## src/core/msc_pkg.sv

```systemverilog
// Package of constants and types for the MAC statistics counter block
package msc_pkg;
   // =====================================================
   // Counter layout
   localparam int unsigned CNT_W       = 32;
   localparam int unsigned NUM_CNT     = 11;
   localparam int unsigned IDX_W       = 4;
   localparam logic [7:0]  OFF_TX_GOOD = 8'h00;
   localparam logic [7:0]  OFF_MAX_COLL  = 8'h04;
   localparam logic [7:0]  OFF_LATE_COLL = 8'h08;
   localparam logic [7:0]  OFF_UNDERRUN= 8'h0C;
   localparam logic [7:0]  OFF_LOSTCRS = 8'h10;
   localparam logic [7:0]  OFF_DEFER   = 8'h14;
   localparam logic [7:0]  OFF_SCOL    = 8'h18;
   localparam logic [7:0]  OFF_MCOL    = 8'h1C;
   localparam logic [7:0]  OFF_TCOL    = 8'h20;
   localparam logic [7:0]  OFF_RX_GOOD = 8'h24;
   localparam logic [7:0]  OFF_RX_CRC  = 8'h28;
   // Counter indices (offset / 4)
   localparam logic [IDX_W-1:0] C_TX_GOOD  = 4'h0;
   localparam logic [IDX_W-1:0] C_MAX_COLL  = 4'h1;
   localparam logic [IDX_W-1:0] C_LATE_COLL = 4'h2;
   localparam logic [IDX_W-1:0] C_UNDERRUN = 4'h3;
   localparam logic [IDX_W-1:0] C_LOSTCRS  = 4'h4;
   localparam logic [IDX_W-1:0] C_DEFER    = 4'h5;
   localparam logic [IDX_W-1:0] C_SCOL     = 4'h6;
   localparam logic [IDX_W-1:0] C_MCOL     = 4'h7;
   localparam logic [IDX_W-1:0] C_TCOL     = 4'h8;
   localparam logic [IDX_W-1:0] C_RX_GOOD  = 4'h9;
   localparam logic [IDX_W-1:0] C_RX_CRC   = 4'hA;
   // =====================================================
   // Register map of this block
   localparam logic [7:0]  REG_CMD     = 8'h40;  // Command unit command field, bits 3:0
   localparam logic [7:0]  REG_STATUS  = 8'h44;  // Bit 0 dump busy, bit 1 dump done
   localparam logic [7:0]  REG_RXBYTES = 8'h48;  // Receive DMA byte count
   localparam logic [7:0]  REG_FLOWCTL = 8'h4C;  // Flow-control command and threshold
   localparam logic [7:0]  REG_DUMP_AD = 8'h50;  // Dump base address in host memory
   localparam int unsigned FC_CMD_LSB  = 16;
   localparam int unsigned FC_CMD_W    = 2;
   localparam int unsigned FC_THR_W    = 16;
   localparam logic [FC_CMD_W-1:0] FC_CMD_RST = 2'h0;
   localparam logic [FC_THR_W-1:0] FC_THR_RST = 16'h0000;
   localparam logic [CNT_W-1:0]    CNT_RST    = 32'h0000_0000;
   // =====================================================
   // Command unit commands
   localparam logic [3:0]  CU_CMD_DUMP       = 4'h5;
   localparam logic [3:0]  CU_CMD_DUMP_RESET = 4'h7;
   typedef enum logic [1:0] {MSC_FC_OFF, MSC_FC_ON, MSC_FC_PAUSE, MSC_FC_RSVD} msc_fc_e;
endpackage : msc_pkg

```

## src/core/msc_stats.sv

```systemverilog
// Top of the MAC statistics counter block: counters, dump engine, byte count, flow control
//
// The placing of the registers and the address-and-strobe port are this design's own decisions.
`timescale 1ns/1ps
// Contract
// RULE_01: Counters update only when a frame's transmit or receive finishes.
// RULE_02: Dump or dump-and-reset command in command field makes counters be written out.
// RULE_03: Offset 0 counts good transmitted frames, after wire transmission ends.
// RULE_04: Offset 4 counts frames aborted at maximum collision count.
// RULE_05: Offset 8 counts frames aborted by late collision.
// RULE_06: Offset 12 counts underrun drops or retries, possibly several per frame.
// RULE_07: Offset 16 counts frames sent while carrier sense dropped.
// RULE_08: Offset 20 counts frames deferred by a busy link.
// RULE_09: Offset 24 counts good frames with exactly one collision.
// RULE_10: Offset 28 counts good frames with two or more collisions.
// RULE_11: Offset 32 accumulates all transmit collisions, late and maximum included.
// RULE_12: Offset 36 counts good received frames after all bytes stored.
// RULE_13: Offset 40 counts aligned frames discarded for CRC mismatch.
// RULE_14: CRC error counter updates regardless of receive unit state.
// RULE_15: CRC, alignment and short-frame errors are mutually exclusive.
// RULE_16: Keep a running count of receive bytes moved to host memory.
// RULE_17: Flow-control register holds pause/on/off command and free-byte threshold.
// RULE_18: Each counter is 32 bits and wraps to zero.
// RULE_19: Reset clears all counters; software cannot preset them.
// RULE_20: One frame may update several counters; all are applied.
// RULE_21: Dump-and-reset clears each counter right after capturing it, losing nothing.
module msc_stats #(
   parameter int unsigned COL_W = 5
) (
   input  wire logic                 clock,
   input  wire logic                 resetn,
   // Register port
   input  wire logic [7:0]           reg_addr,
   input  wire logic [31:0]          reg_wdata,
   input  wire logic                 reg_wr,
   input  wire logic                 reg_rd,
   output logic [31:0]               reg_rdata,
   // Transmit frame completion report
   input  wire logic                 tx_done,
   input  wire logic                 tx_ok,
   input  wire logic                 tx_max_collision_abort,
   input  wire logic                 tx_late_collision_abort,
   input  wire logic                 tx_lost_crs,
   input  wire logic                 tx_deferred,
   input  wire logic [COL_W-1:0]     tx_collisions,
   input  wire logic                 tx_underrun,
   // Receive frame completion report
   input  wire logic                 rx_done,
   input  wire logic                 rx_ok,
   input  wire logic                 rx_crc_err,
   input  wire logic                 rx_misaligned,
   input  wire logic                 rx_short,
   input  wire logic                 rx_dma_valid,
   input  wire logic [2:0]           rx_dma_bytes,
   // Host memory write port for the dump
   input  wire logic                 mem_ready,
   output logic                      mem_wr,
   output logic [31:0]               mem_addr,
   output logic [31:0]               mem_wdata,
   // Flow-control settings to the MAC
   output logic [msc_pkg::FC_CMD_W-1:0] fc_cmd,
   output logic [msc_pkg::FC_THR_W-1:0] fc_threshold
);
   import msc_pkg::*;

   // =====================================================
   // Register decode
   wire         wr_cmd     = reg_wr && (reg_addr == REG_CMD);
   wire         wr_flow    = reg_wr && (reg_addr == REG_FLOWCTL);
   wire         wr_dump_ad = reg_wr && (reg_addr == REG_DUMP_AD);
   wire  [3:0]  cu_cmd     = reg_wdata[3:0];
   wire         cmd_dump   = wr_cmd && ((cu_cmd == CU_CMD_DUMP) || (cu_cmd == CU_CMD_DUMP_RESET));  // RULE_02

   // =====================================================
   // Increment conditions, all applied together for one frame
   logic [NUM_CNT-1:0] inc;
   wire  one_col   = (tx_collisions == COL_W'(1));
   wire  multi_col = (tx_collisions > COL_W'(1));
   wire  crc_only  = rx_crc_err && !rx_misaligned && !rx_short;                         // RULE_15
   assign inc[C_TX_GOOD]  = tx_done && tx_ok;                                           // RULE_01 RULE_03
   assign inc[C_MAX_COLL]  = tx_done && tx_max_collision_abort;                         // RULE_04
   assign inc[C_LATE_COLL] = tx_done && tx_late_collision_abort;                        // RULE_05
   // Underrun is reported per attempt, so a retried frame can count more than once
   assign inc[C_UNDERRUN] = tx_done && tx_underrun;                                     // RULE_06
   assign inc[C_LOSTCRS]  = tx_done && tx_ok && tx_lost_crs;                            // RULE_07
   assign inc[C_DEFER]    = tx_done && tx_deferred;                                     // RULE_08
   assign inc[C_SCOL]     = tx_done && tx_ok && one_col;                                // RULE_09
   assign inc[C_MCOL]     = tx_done && tx_ok && multi_col;                              // RULE_10
   assign inc[C_TCOL]     = tx_done && (tx_collisions != '0);                           // RULE_11
   assign inc[C_RX_GOOD]  = rx_done && rx_ok;                                           // RULE_01 RULE_12
   // No receive-unit state gates this one: a CRC error is counted in any state
   assign inc[C_RX_CRC]   = rx_done && crc_only;                                        // RULE_13 RULE_14

   // Total-collision counter adds a frame's whole collision count, not just one
   logic [CNT_W-1:0] tcol_q;

   // =====================================================
   // Dump sequencer
   logic               dump_busy;
   logic               dump_adv;
   logic [IDX_W-1:0]   dump_idx;
   logic               dump_last;
   logic               reset_mode_q;
   logic               done_q;
   logic [31:0]        dump_base_q;

   msc_dump #(
      .N  (NUM_CNT),
      .IW (IDX_W)
   ) u_dump (
      .clock     (clock),
      .resetn    (resetn),
      .start     (cmd_dump && !dump_busy),
      .mem_ready (mem_ready),
      .busy      (dump_busy),
      .advance   (dump_adv),
      .idx       (dump_idx),
      .last      (dump_last)
   );

   // =====================================================
   // Counter bank
   logic [CNT_W-1:0] cnt_val [NUM_CNT];
   genvar gi;
   generate
      for (gi = 0; gi < NUM_CNT; gi++) begin : g_cnt
         if (gi != C_TCOL) begin : g_plain
            msc_counter #(
               .W (CNT_W)
            ) u_cnt (
               .clock  (clock),
               .resetn (resetn),
               .inc    (inc[gi]),
               .clr    (dump_adv && reset_mode_q && (dump_idx == IDX_W'(gi))),  // RULE_21
               .value  (cnt_val[gi])
            );
         end else begin : g_total
            assign cnt_val[gi] = tcol_q;
         end
      end
   endgenerate

   // Total collisions: capture-and-clear keeps the same-cycle addition
   wire  tcol_clr = dump_adv && reset_mode_q && (dump_idx == C_TCOL);
   wire  [CNT_W-1:0] tcol_add = inc[C_TCOL] ? CNT_W'(tx_collisions) : '0;
   wire  [CNT_W-1:0] tcol_d   = tcol_clr ? tcol_add : (tcol_q + tcol_add);            // RULE_11 RULE_18 RULE_20
   always_ff @(posedge clock) begin
      if (!resetn) tcol_q <= CNT_RST;                                                   // RULE_19
      else         tcol_q <= tcol_d;
   end

   // =====================================================
   // Dump control registers
   always_ff @(posedge clock) begin
      if (!resetn) begin
         reset_mode_q <= 1'b0;
         done_q       <= 1'b0;
         dump_base_q  <= 32'h0000_0000;
      end else begin
         if (cmd_dump && !dump_busy) reset_mode_q <= (cu_cmd == CU_CMD_DUMP_RESET);    // RULE_02
         // Done is set when the last word leaves; a new command clears it
         if (dump_last)             done_q <= 1'b1;
         else if (cmd_dump)         done_q <= 1'b0;
         if (wr_dump_ad)            dump_base_q <= reg_wdata;
      end
   end

   // Memory write stream, registered so the outputs come from flops
   wire [31:0] word_addr = dump_base_q + {26'h0, dump_idx, 2'h0};
   always_ff @(posedge clock) begin
      if (!resetn) begin
         mem_wr    <= 1'b0;
         mem_addr  <= 32'h0000_0000;
         mem_wdata <= 32'h0000_0000;
      end else begin
         mem_wr    <= dump_adv;                                                         // RULE_02
         mem_addr  <= word_addr;
         mem_wdata <= cnt_val[dump_idx];
      end
   end

   // =====================================================
   // Receive DMA byte count, wraps like the counters
   logic [31:0] rx_bytes_q;
   always_ff @(posedge clock) begin
      if (!resetn)           rx_bytes_q <= 32'h0000_0000;
      else if (rx_dma_valid) rx_bytes_q <= rx_bytes_q + {29'h0, rx_dma_bytes};         // RULE_16
   end

   // =====================================================
   // Flow-control register
   always_ff @(posedge clock) begin
      if (!resetn) begin
         fc_cmd       <= FC_CMD_RST;
         fc_threshold <= FC_THR_RST;
      end else if (wr_flow) begin
         fc_cmd       <= reg_wdata[FC_CMD_LSB +: FC_CMD_W];                            // RULE_17
         fc_threshold <= reg_wdata[FC_THR_W-1:0];                                       // RULE_17
      end
   end

   // =====================================================
   // Read path; counters are not mapped, software sees them only through the dump
   logic [31:0] rd_mux;
   always_comb begin
      rd_mux = 32'h0000_0000;
      unique case (reg_addr)
         REG_STATUS:  rd_mux = {30'h0, done_q, dump_busy};
         REG_RXBYTES: rd_mux = rx_bytes_q;
         REG_FLOWCTL: rd_mux = {14'h0, fc_cmd, fc_threshold};
         REG_DUMP_AD: rd_mux = dump_base_q;
         default:     rd_mux = 32'h0000_0000;
      endcase
   end
   always_ff @(posedge clock) begin
      if (!resetn)     reg_rdata <= 32'h0000_0000;
      else if (reg_rd) reg_rdata <= rd_mux;
      else             reg_rdata <= 32'h0000_0000;
   end
endmodule : msc_stats

```

## src/core/msc_counter.sv

```systemverilog
// One wrap-around statistics counter with capture-and-clear support
`timescale 1ns/1ps
module msc_counter #(
   parameter int unsigned W = 32
) (
   input  wire logic         clock,
   input  wire logic         resetn,
   input  wire logic         inc,
   input  wire logic         clr,
   output logic [W-1:0]      value
);
   logic [W-1:0] cnt_q;
   logic [W-1:0] cnt_d;
   // =====================================================
   // Next value: clear drops the old count but keeps an increment of the same cycle
   assign cnt_d = clr ? {{(W-1){1'b0}}, inc} : (cnt_q + {{(W-1){1'b0}}, inc});  // RULE_18 RULE_21
   assign value = cnt_q;
   // Only reset, clear and wrap-around bring the count to zero; there is no preset path
   always_ff @(posedge clock) begin
      if (!resetn) cnt_q <= '0;  // RULE_19
      else         cnt_q <= cnt_d;
   end
endmodule : msc_counter

```

## src/core/msc_dump.sv

```systemverilog
// Dump sequencer: walks the counters and emits one host-memory write per word
`timescale 1ns/1ps
module msc_dump #(
   parameter int unsigned N   = 11,
   parameter int unsigned IW  = 4
) (
   input  wire logic            clock,
   input  wire logic            resetn,
   input  wire logic            start,
   input  wire logic            mem_ready,
   output logic                 busy,
   output logic                 advance,
   output logic [IW-1:0]        idx,
   output logic                 last
);
   typedef enum logic [0:0] {MSC_D_IDLE, MSC_D_RUN} msc_dstate_e;
   msc_dstate_e st_q;
   logic [IW-1:0] idx_q;
   // =====================================================
   // Advance one word each time the memory side accepts it
   assign advance = (st_q == MSC_D_RUN) && mem_ready;
   assign last    = advance && (idx_q == IW'(N - 1));
   assign busy    = (st_q == MSC_D_RUN);
   assign idx     = idx_q;
   always_ff @(posedge clock) begin
      if (!resetn) begin
         st_q  <= MSC_D_IDLE;
         idx_q <= '0;
      end else begin
         unique case (st_q)
            MSC_D_IDLE: begin
               idx_q <= '0;
               if (start) st_q <= MSC_D_RUN;
            end
            MSC_D_RUN: begin
               if (last) st_q <= MSC_D_IDLE;
               else if (advance) idx_q <= idx_q + IW'(1);
            end
         endcase
      end
   end
endmodule : msc_dump

```

## config.mk

```make
export PLATFORM = sky130hd
export DESIGN_NAME = msc_stats
export DESIGN_NICKNAME = d
export VERILOG_FILES = /design/src/core/msc_pkg.sv /design/src/core/msc_stats.sv /design/src/core/msc_counter.sv /design/src/core/msc_dump.sv
export SDC_FILE = /design/constraint.sdc
export NUM_CORES = 1
export LEC_CHECK = 0
export ABC_AREA = 1
export BUFFER_PORTS_ARGS = -buffer_cell sky130_fd_sc_hd__buf_2
export CAP_MARGIN = 5
export CORE_MARGIN = 4
export CORE_UTILIZATION = 43
export DETAILED_ROUTE_END_ITERATION = 10
export PLACE_DENSITY = 0.71
export REMOVE_ABC_BUFFERS = 1
export SLEW_MARGIN = 20
export SYNTH_ARGS = -nofsm -noshare
export SYNTH_HDL_FRONTEND = slang
export SYNTH_HIERARCHICAL = 1
export SYNTH_SLANG_ARGS = --single-unit
```

## constraint.sdc

```tcl
create_clock -name clock -period 2.7 [get_ports clock]
set_input_delay 0.27 -clock clock [delete_from_list [all_inputs] [get_ports clock]]
set_output_delay 0.27 -clock clock [all_outputs]
set_load 0.01 [all_outputs]
```

# Word-level counts from Yosys, hierarchy flattened
# Cells that the tools add are included.
totals:
  elab_cells: 147
  regBits: 538
classes:
  order_cmp: 2
  n_mux: 24
  n_bitwise: 3
  n_reduce_logical: 51
  n_eq_ne: 20
  n_addsub: 14
op_table:
  columns: ["cell", "n"]
  rows:
  - ["$add A32 B1 Y32", 10]
  - ["$bmux W32 S4", 1]
  - ["$pmux W32 S4", 1]
  - ["$mux W32", 3]
  - ["$eq A8 B7 Y1 const B", 5]
  - ["$add A32 B3 Y32", 1]
  - ["$add A32 B5 Y32", 1]
  - ["$add A32 B6 Y32", 1]
  - ["$logic_and A1 B1 Y1", 32]
  - ["$eq A4 B3 Y1 const B", 6]
  - ["$reduce_or A2 Y1", 10]
  - ["$mux W1", 14]
  - ["$eq A4 B4 Y1 const B", 3]
  - ["$eq A4 B2 Y1 const B", 2]
  - ["$mux W4", 2]
  - ["$pmux W4 S2", 1]
  - ["$eq A5 B1 Y1 const B", 1]
  - ["$ge A5 B5 Y1 const B", 1]
  - ["$gt A5 B1 Y1 const B", 1]
  - ["$mux W5", 1]
  - ["$not A4 Y5", 1]
  - ["$reduce_bool A5 Y1", 1]
  - ["$add A4 B1 Y4 const B", 1]
  - ["$eq A4 B1 Y1 const B", 1]
  - ["8 further kinds", 13]

# Depth between registers and ports, before layout
# Gate-level depths: netlist of run 1.
logic_depth:
  depth_word: 6
  mapped_depth: 15
  depth_no_buf: 15

# Cells and area by module
# The synthesis of run 1 kept the hierarchy.
modules_own_cells:
  columns: ["module", "instances", "cells_each", "area_per_inst_um2", "seq_area_each_um2"]
  rows:
  - ["msc_counter", 10, 258, 1735.4, 640.6]
  - ["msc_stats", 1, 1998, 12494.5, 4264.1]
  - ["msc_dump", 1, 42, 296.5, 100.1]

# Least setup slack after synthesis of run 1
# Ideal clock, no wire load.
synth_timing:
  kind: "input to register"
  startpoint: "input port tx_done"
  endpoint: "register g_cnt[6].g_plain.u_cnt.cnt_q[20]"
  path_stages: 12
  required_time_ns: 2.585
  t_arrival_ns: 1.956
  path_slack_ns: 0.629
  setup_ns: 0.115
  cell_sequence: "clkbuf_1 -> nand2_1 -> nor3_1 -> ha_1 -> ha_1 -> nand2_1 -> nor2_4 -> nand2_4 -> nor2_4 -> nand3_1 -> nand2_1 -> nor2_1"
synth_between:
  elab_chain_cells: 3
synth_rtl:
  columns: ["item", "line_no", "source"]
  rows:
  - ["start: declaration", "msc_stats.sv:39", "input wire logic tx_done,"]
  - ["$logic_and A1 B1 Y1 (2 in a row)", "msc_stats.sv:87", "assign inc[C_SCOL] = tx_done && tx_ok && one_col;"]
  - ["net inc[6]", "msc_stats.sv:76", "logic [NUM_CNT-1:0] inc;"]
  - ["$add A32 B1 Y32", "msc_counter.sv:16", "assign cnt_d = clr ? {{(W-1){1'b0}}, inc} : (cnt_q + {{(W-1){1'b0}}, inc});"]
  - ["end signal: assignment", "msc_counter.sv:21", "else cnt_q <= cnt_d;"]
  - ["end: declaration", "msc_counter.sv:12", "logic [W-1:0] cnt_q;"]
# The timed path passes the listed nets, and every way through them passes these cells.
# A chain may end at the register's enable or synchronous reset.

# Worst setup path in the final report of run 1
layout_timing:
  startpoint: "input port tx_collisions[1]"
  endpoint: "register tcol_q[17]"
layout_between:
  elab_chain_cells: 5
layout_rtl:
  columns: ["item", "line_no", "source"]
  rows:
  - ["start: declaration", "msc_stats.sv:45", "input wire logic [COL_W-1:0] tx_collisions,"]
  - ["$reduce_bool A5 Y1", "msc_stats.sv:89", "assign inc[C_TCOL] = tx_done && (tx_collisions != '0);"]
  - ["$logic_and A1 B1 Y1", "msc_stats.sv:89", null]
  - ["$mux W5 (*)", "msc_stats.sv:145", "wire [CNT_W-1:0] tcol_add = inc[C_TCOL] ? CNT_W'(tx_collisions) : '0;"]
  - ["$add A32 B5 Y32 (*)", "msc_stats.sv:146", "wire [CNT_W-1:0] tcol_d = tcol_clr ? tcol_add : (tcol_q + tcol_add);"]
  - ["$mux W32 (*)", "msc_stats.sv:146", null]
  - ["end signal: assignment", "msc_stats.sv:149", "else tcol_q <= tcol_d;"]
  - ["end: declaration", "msc_stats.sv:95", "logic [CNT_W-1:0] tcol_q;"]
# Mark *: on every way between the ends. The rest lies on a longest branch, timed or not.

==> results of run 1 <==
per-stage QoR:
| stage | setup WS, ns | util, % | power [mW] | TNS, ns |
|---|---|---|---|---|
| finish | 0.304 | 50.1 | 17.8 | 0 |
| global route | 0.0251 | 50.1 | 18.3 | 0 |
| CTS | 0.367 | 50.1 | 17.9 | 0 |
| detailed placement | 0.265 | 46.3 | 8.74 | 0 |
| global placement | 0.338 | 46.3 | 8.73 | 0 |
| floorplan | -0.203 | - | 8.49 | -7.17 |
state kept, by name, summed over array words and instances, names as in the netlist, 4 cells and up:
name / cells
fc_threshold: 16
tcol_q: 32
dump_base_q: 32
g_cnt.g_plain.u_cnt/value: 320
u_dump/idx: 4
reg_rdata: 32
rx_bytes_q: 32
mem_wdata: 32
mem_addr: 32
worst min-delay path: stages:
cell     delay [ns]
buf_4          0.22
nand2_1        0.12
inv_1          0.03
Yosys cell counts, types with 3 or more instances:
master and number:
nor2_8 10, nand3_1 341, a31oi_1 3, a22oi_1 128
o21ai_1 6, buf_4 6, nand2_4 21, o21a_1 21
buf_2 47, buf_6 13, inv_1 370, or2_1 10
nor2_2 74, buf_1 13, nand3b_1 11, nor2_1 821
nor2_4 83, inv_2 31, fa_1 3, nor3_1 45
nand4_1 31, dfxtp_1 538, nand2_2 54, nand2_1 1342
o21ai_0 55, clkbuf_1 44, a21oi_1 328, ha_1 44
xor2_1 50, or2_2 14, and2_1 43
kinds of logic (layout without fill, tap and decap cells):
kind of cell | Yosys count | after routing | synth area share [%]
fa+ha+maj | 47 | 47 | 2.03
flops | 538 | 538 | 35.7
compound gates | 549 | 549 | 10.4
xor+xnor | 52 | 52 | 1.51
simple gates | 2909 | 2909 | 43.2
buf+inv | 525 | 781 | 7.14
power groups by stage:
stage	clock network [mW]	logic, mW	registers, mW
4_1_cts	9.32	0.606	8.00
3_3_place_gp	0	0.549	8.18
2_1_floorplan	0	0.317	8.17
5_1_grt	9.66	0.683	8.00
3_5_place_dp	0	0.557	8.18
6_report	9.18	0.616	8.00
worst max-delay path by stage:
stage                     startpoint                           endpoint  slack (ns)  cells past startpoint
floorplan              u_dump/idx[1]  g_cnt[10].g_plain.u_cnt/value[11]       -0.20                      8
global placement    tx_collisions[1]                         tcol_q[17]        0.34                     14
detailed placement  tx_collisions[3]                         tcol_q[17]        0.26                     14
CTS                 tx_collisions[3]                         tcol_q[17]        0.37                     15
global route        tx_collisions[3]                         tcol_q[17]        0.03                     15
finish              tx_collisions[1]                         tcol_q[17]        0.30                     15
cell type report:
class	instances	area, sq um	area share, %
Clock buffer	70	1610	4.65
Clock inverter	44	633	1.83
Inverter	402	1510	4.37
Multi-Input combinational cell	3557	17200	49.8
Sequential cell	538	10800	31.1
Tap cell	931	1160	3.36
Timing Repair Buffer	265	1700	4.92
routing by layer:
metal	track usage [%]	share of wire, %	routed length [um]
met1	34.2	45	42400
met2	37.9	44	41700
met3	3.53	8.1	7630
met4	7.73	3.0	2820
met5	0	0.014	13
repair_timing:
action / in CTS / in global routing
setup endpoints to repair: 0 / 0
hold buffers: 40 / 0
hold endpoints to repair: 60 / 0
==> metrics.txt, run 1 <==
number of antenna violations at the first check in global routing=1; required time of the critical path=3.22 ns; H-tree Lvls=2; setup repair after global routing missed its margin=false; final period utilization=88.7%; VDD IR-drop max=0.000548 V; cell internal pwr=13.7 mW; Placement Rows=96; Worst Max-Slew Pin Slew=0.675 ns; Clock Pin Slew Worst Setup and Hold Paths=0.06 ns; biggest cell delay along the critical path=0.54 ns; Root Buffer=clkbuf_16; number of global-route vias before repair=27400; Die X-Extent=273 um; Hold Path Class=in -> reg; final number of max-transition violations=0; initial cell density of the core=43.6%; final hold vios=0; primary flip-flop cell chosen by synthesis mapping=dfxtp_1; cell leakage power=13.8 nW; max-slew headroom at the worst pin=54.6%; wire length per cell=16.3 um; data arrival time of the critical path=2.92 ns; clock buffer count from CTS=60; minimum period implied by the final worst setup slack=2.40 ns; Post-Layout Inst Area=0.0346 sq mm; Sw Share=22.8%; share of total power in the clock network=51.6%; number of nets with antenna violations after detailed routing=0; Critical R2R Launch=u_dump/busy; final cell count without fillers=5807; final count of negative-setup-slack endpoints=0; vias post-DR=30500; Yosys warning total=6; number of resized instances in the post-cts repair step=0; family with the most delay on the worst path=simple AND/OR/NAND/NOR gates; number of instances in the synthesized netlist=4620; outcome=complete, no violations; Critical Setup Path Class=in -> reg; Starting DRT DRC Count=3164; Congestion Overflow GR=0; post-placement cell area=0.0320 sq mm; number of iterations in the first detailed-routing pass=6; antenna cells=0; sequential share of the synthesized area=35.7%; number of buffers inserted by port buffering=180; vertical extent of the die=273 um; Min-Delay Path Depth=3; clock latency at the later pin of the worst-skew pair=0.66 ns; fraction of final layout cells sized beyond drive strength 1=13.0%; number of synthesized register bits=538; Cell Pwr Density=514 mW/mm^2; post-synthesis cell type with the largest combined area=dfxtp_1; most frequent standard cell in the layout excluding fill and tap cells=nand2_1; net load switching power=4.06 mW; number of enable flip-flop cells after synthesis=0; highest-count cells in the layout ignoring fill and taps=nand2_1, nor2_1, dfxtp_1, inv_1, nand3_1; TritonCTS sink count=538; count of pins on the block boundary=181; pin count of the biggest net entering global routing=65; Post-route DRC=0; share of power burned in combinational logic=3.5%; global-route usage over all layers=24.2%; Synth-to-Final Area Change=14.8%; area of the mapped netlist=0.0301 sq mm; count of fill cells added during filler insertion=6928; fraction of synthesis flops using an asynchronous set or reset pin=0%; tightest hold margin=0.0527 ns; critical path fanouts, max=9; number of distinct library cells after synthesis=45; Setup Buffers After CTS=0; Routed WL=94.5 mm; floorplan die area=0.0744 sq mm; first-pass GRT wire length=147 mm; share of Yosys cell area claimed by the top area cell type=35.7%; Inst Count DP=5653; half-perimeter wire length after placement=71.4 mm; start point of the worst min-delay path=resetn; number of buffers on the longest clock path=3; count of buffer and inverter cells on the critical path=3; CP max-delay cell=dlygate4sd3_1; Flop pwr share=45.0%; nature of the critical path endpoint=flip-flop; Fmax achieved=0.417 GHz; global placer's final weighted congestion=0.951; clock tree from TritonCTS=yes; syn avg cell area=6.52 sq um; end of the worst register-to-register path=g_cnt[2].g_plain.u_cnt/value[12]; Final Skew=0.0742 ns; launching element type of the critical path=input pin; total number of nets in the final design=4937; capture endpoint of the worst hold path=mem_addr[1]; Synth area leaders=dfxtp_1, nand2_1, nor2_1; max-cap viol count=0; routed vias/inst=5.26; Worst Reg-to-Reg Cells=10; core footprint=0.0691 sq mm; R2R setup slack=0.42 ns; Cell Chain, Critical Path=dlygate4sd3_1 -> buf_2 -> nor2_1 -> nand2_1 -> o21ai_0 -> or2_2 -> inv_1 -> ha_1 -> nand3_1 -> nand3_1 -> nand2_1 -> nand2_1 -> nand3_1 -> o21ai_1 -> nor2_1
Power figures use the tool's default switching activity.
==> run 2: changes to the inputs <==
CORE_UTILIZATION = 50   (was 43)
PLACE_DENSITY = 0.79   (was 0.71)
SYNTH_HIERARCHICAL = not set   (was 1)
==> run 2 against run 1 <==
Against the previous run:
- sequential share of layout area up 0.73 points
- critical path depth down 1
- flip-flop and latch count unchanged
- design area down 2.3%
==> metrics.txt, run 2 <==
vias post-DR=32400 (+6.0%); fraction of final layout cells sized beyond drive strength 1=7.85% (-5.2 points); clock latency at the later pin of the worst-skew pair=0.64 ns (-0.02 ns); number of instances in the synthesized netlist=4780 (+3.5%); core footprint=0.0589 sq mm (-15%); Critical Path Start=tx_collisions[2]; Worst Max-Slew Pin Slew=0.701 ns (+0.0252 ns); cell leakage power=12.1 nW (-12%); commonest cells in the netlist=nand2_1, nor2_1, inv_1; sequential share of the synthesized area=36.3% (+0.57 points); number of global-route vias before repair=29800 (+8.6%); number of nets with antenna violations after detailed routing=0 (unchanged); Cell Pwr Density=503 mW/mm^2 (-2.2%); final number of max-transition violations=0 (unchanged); most frequent standard cell in the layout excluding fill and tap cells=nand2_1; outcome=complete, no violations; Clock Pin Slew Worst Setup and Hold Paths=0.06 ns (about the same); first-pass GRT wire length=165 mm (+12%); count of pins on the block boundary=181 (unchanged); share of Yosys cell area claimed by the top area cell type=36.3% (+0.57 points); Critical Setup Path Class=in -> reg; setup_tns=0 ns (unchanged); Congestion Overflow GR=0 (unchanged); primary flip-flop cell chosen by synthesis mapping=dfxtp_1; Synth area leaders=dfxtp_1, nand2_1, nor2_1; area of the mapped netlist=0.0297 sq mm (-1.6%); global placer's final weighted congestion=1.02 (+6.8%); final cell count without fillers=5805 (-0.034%); post-synthesis cell type with the largest combined area=dfxtp_1; TritonCTS sink count=538 (unchanged); clock buffer count from CTS=58 (-3.3%); Synth-to-Final Area Change=14.0%; VDD IR-drop max=0.000561 V (+2.4%); Fmax achieved=0.419 GHz (+0.42%); fraction of synthesis flops using an asynchronous set or reset pin=0% (unchanged); vertical extent of the die=252 um (-7.8%); max-cap viol count=0 (unchanged); Routed WL=107 mm (+13%); critical path fanouts, max=5 (-4); global-route usage over all layers=32.4% (+8.2 points); highest-count cells in the layout ignoring fill and taps=nand2_1, nor2_1, inv_1, dfxtp_1, a21oi_1; Root Buffer=clkbuf_16; Die X-Extent=252 um (-7.8%); data arrival time of the critical path=2.94 ns (+0.02 ns); Critical R2R Launch=u_dump.idx[1]; required time of the critical path=3.25 ns (+0.03 ns); Post-route DRC=0 (unchanged); Inst Count DP=5652 (-0.018%); number of enable flip-flop cells after synthesis=0 (unchanged); Starting DRT DRC Count=3629 (+15%); final count of negative-setup-slack endpoints=0 (unchanged); minimum period implied by the final worst setup slack=2.39 ns (-0.0101 ns); nature of the critical path endpoint=flip-flop; Setup Buffers After CTS=0 (unchanged); routed vias/inst=5.57 (+6.0%); floorplan die area=0.0633 sq mm (-15%); launching element type of the critical path=input pin; Worst Reg-to-Reg Cells=10 (unchanged); Hold Path Class=in -> reg; count of fill cells added during filler insertion=5800 (-16%); setup repair after global routing missed its margin=false; Critical Path Sink=g_cnt[6].g_plain.u_cnt.value[10]; Yosys warning total=0 (-6); number of antenna violations at the first check in global routing=0 (-1); R2R setup slack=0.34 ns (-0.08 ns); half-perimeter wire length after placement=82.1 mm (+15%); cell with the most instances after synthesis=nand2_1; number of buffers inserted by port buffering=180 (unchanged); number of buffers on the longest clock path=3 (unchanged); wire length per cell=18.4 um (+13%); H-tree Lvls=2 (unchanged); final hold vios=0 (unchanged); final period utilization=88.4% (-0.37 points); syn avg cell area=6.21 sq um (-4.9%); max-slew headroom at the worst pin=52.9% (-1.7 points); number of iterations in the first detailed-routing pass=6 (unchanged); sequential cell area=0.0108 sq mm (about the same); clock tree from TritonCTS=yes; Placement Rows=89 (-7.3%); Final Skew=0.0240 ns (-0.0502 ns); multi-input logic area=0.0161 sq mm (-6.3%); number of synthesized register bits=538 (unchanged); total number of nets in the final design=5092 (+3.1%); pin count of the biggest net entering global routing=89 (+37%); initial cell density of the core=50.4% (+6.7 points); number of distinct library cells after synthesis=41 (-8.9%); flip-flop count of the largest register after layout=320 (unchanged); end of the worst register-to-register path=mem_wdata[25]; antenna cells=0 (unchanged); share of the core filled with cells in the final layout=57.4% (+7.3 points)
-- run 2: cell types whose count changed in the layout (fill, tap and decap cells not counted), sizes merged, moves of 21 or more --
cell	before	now
a21oi	328	446
a22oi	128	28
and2	43	2
inv	404	576
nand2	1417	1365
nand3	342	299
nand3b	11	41
nand4	31	72
nor2	988	698
nor3	49	172
o21ai	62	255
o22ai	2	31
xor2	50	29
-- run 2: kinds of logic after synthesis --
family,synth area share (%)
buffers and inverters,9.30
AO/OA/AOI/OAI,13.8
flip-flops,36.3
AND/OR/NAND/NOR,37.8
adder cells (fa/ha/maj),1.72
XOR/XNOR,1.00
-- run 2: cell type report --
type	count	area share [%]
clock inverter	19	0.788
multi-input combinational	3540	47.7
clock buffer	86	5.07
tap	773	2.86
timing repair buffer	272	5.29
sequential	538	31.8
inverter	577	6.42
-- run 2: worst max-delay path: stages --
cell,delay [ns]
dlygate4sd3_1,0.54
buf_2,0.14
nor2_1,0.09
nand2_1,0.06
nor2_2,0.21
inv_1,0.09
nor3_1,0.15
ha_1,0.20
ha_1,0.20
nand3_1,0.11
nor2_1,0.26
nand2_1,0.16
or2_2,0.30
a21oi_1,0.13
-- run 2: through the flow --
step	instance area (sq um)	setup slack (ns)	power [mW]	hold WS [ns]
finish	33800	0.315	17.0	0.0452
global route	33800	0.0715	17.4	0.0533
CTS	33800	0.254	17.0	0.0193
detailed placement	31400	0.136	8.68	0.422
global placement	31400	0.174	8.67	0.420
floorplan	29100	-1.79	8.43	0.359
-- run 2: report_power, final --
group | total (mW) | internal [mW] | switching (mW)
combinational | 0.559 | 0.198 | 0.361
clock | 8.44 | 4.95 | 3.49
sequential | 8.01 | 7.97 | 0.0335
total | 17.0 | 13.1 | 3.89
-- run 2: layer usage --
layer	GRT usage (%)	wire length (um)	vias up
met3	5.01	9590	289
met4	16.9	6430	0
met1	42.9	43800	14700
met2	51.3	46700	1568
li1	-	-	15800
met5	0	0	-
-- run 2: how the worst min path moves through the flow --
| stage | to | start | cells past startpoint | slack [ns] |
|---|---|---|---|---|
| floorplan | rx_bytes_q[1] | rx_dma_valid | 1 | 0.36 |
| CTS | fc_threshold[0] | reg_wr | 3 | 0.02 |
| detailed placement | mem_addr[0] | dump_base_q[0] | 2 | 0.42 |
| finish | fc_threshold[0] | reg_wr | 3 | 0.05 |
| global route | dump_base_q[1] | reg_wr | 3 | 0.05 |
| global placement | mem_addr[0] | dump_base_q[0] | 2 | 0.42 |
-- run 2: what timing repair did --
| item | 4_1_cts | 5_1_grt |
|---|---|---|
| hold buffers | 48 | 0 |
| hold endpoints to repair | 66 | 0 |
| resized for setup | 0 | 1 |
| setup endpoints to repair | 0 | 1 |
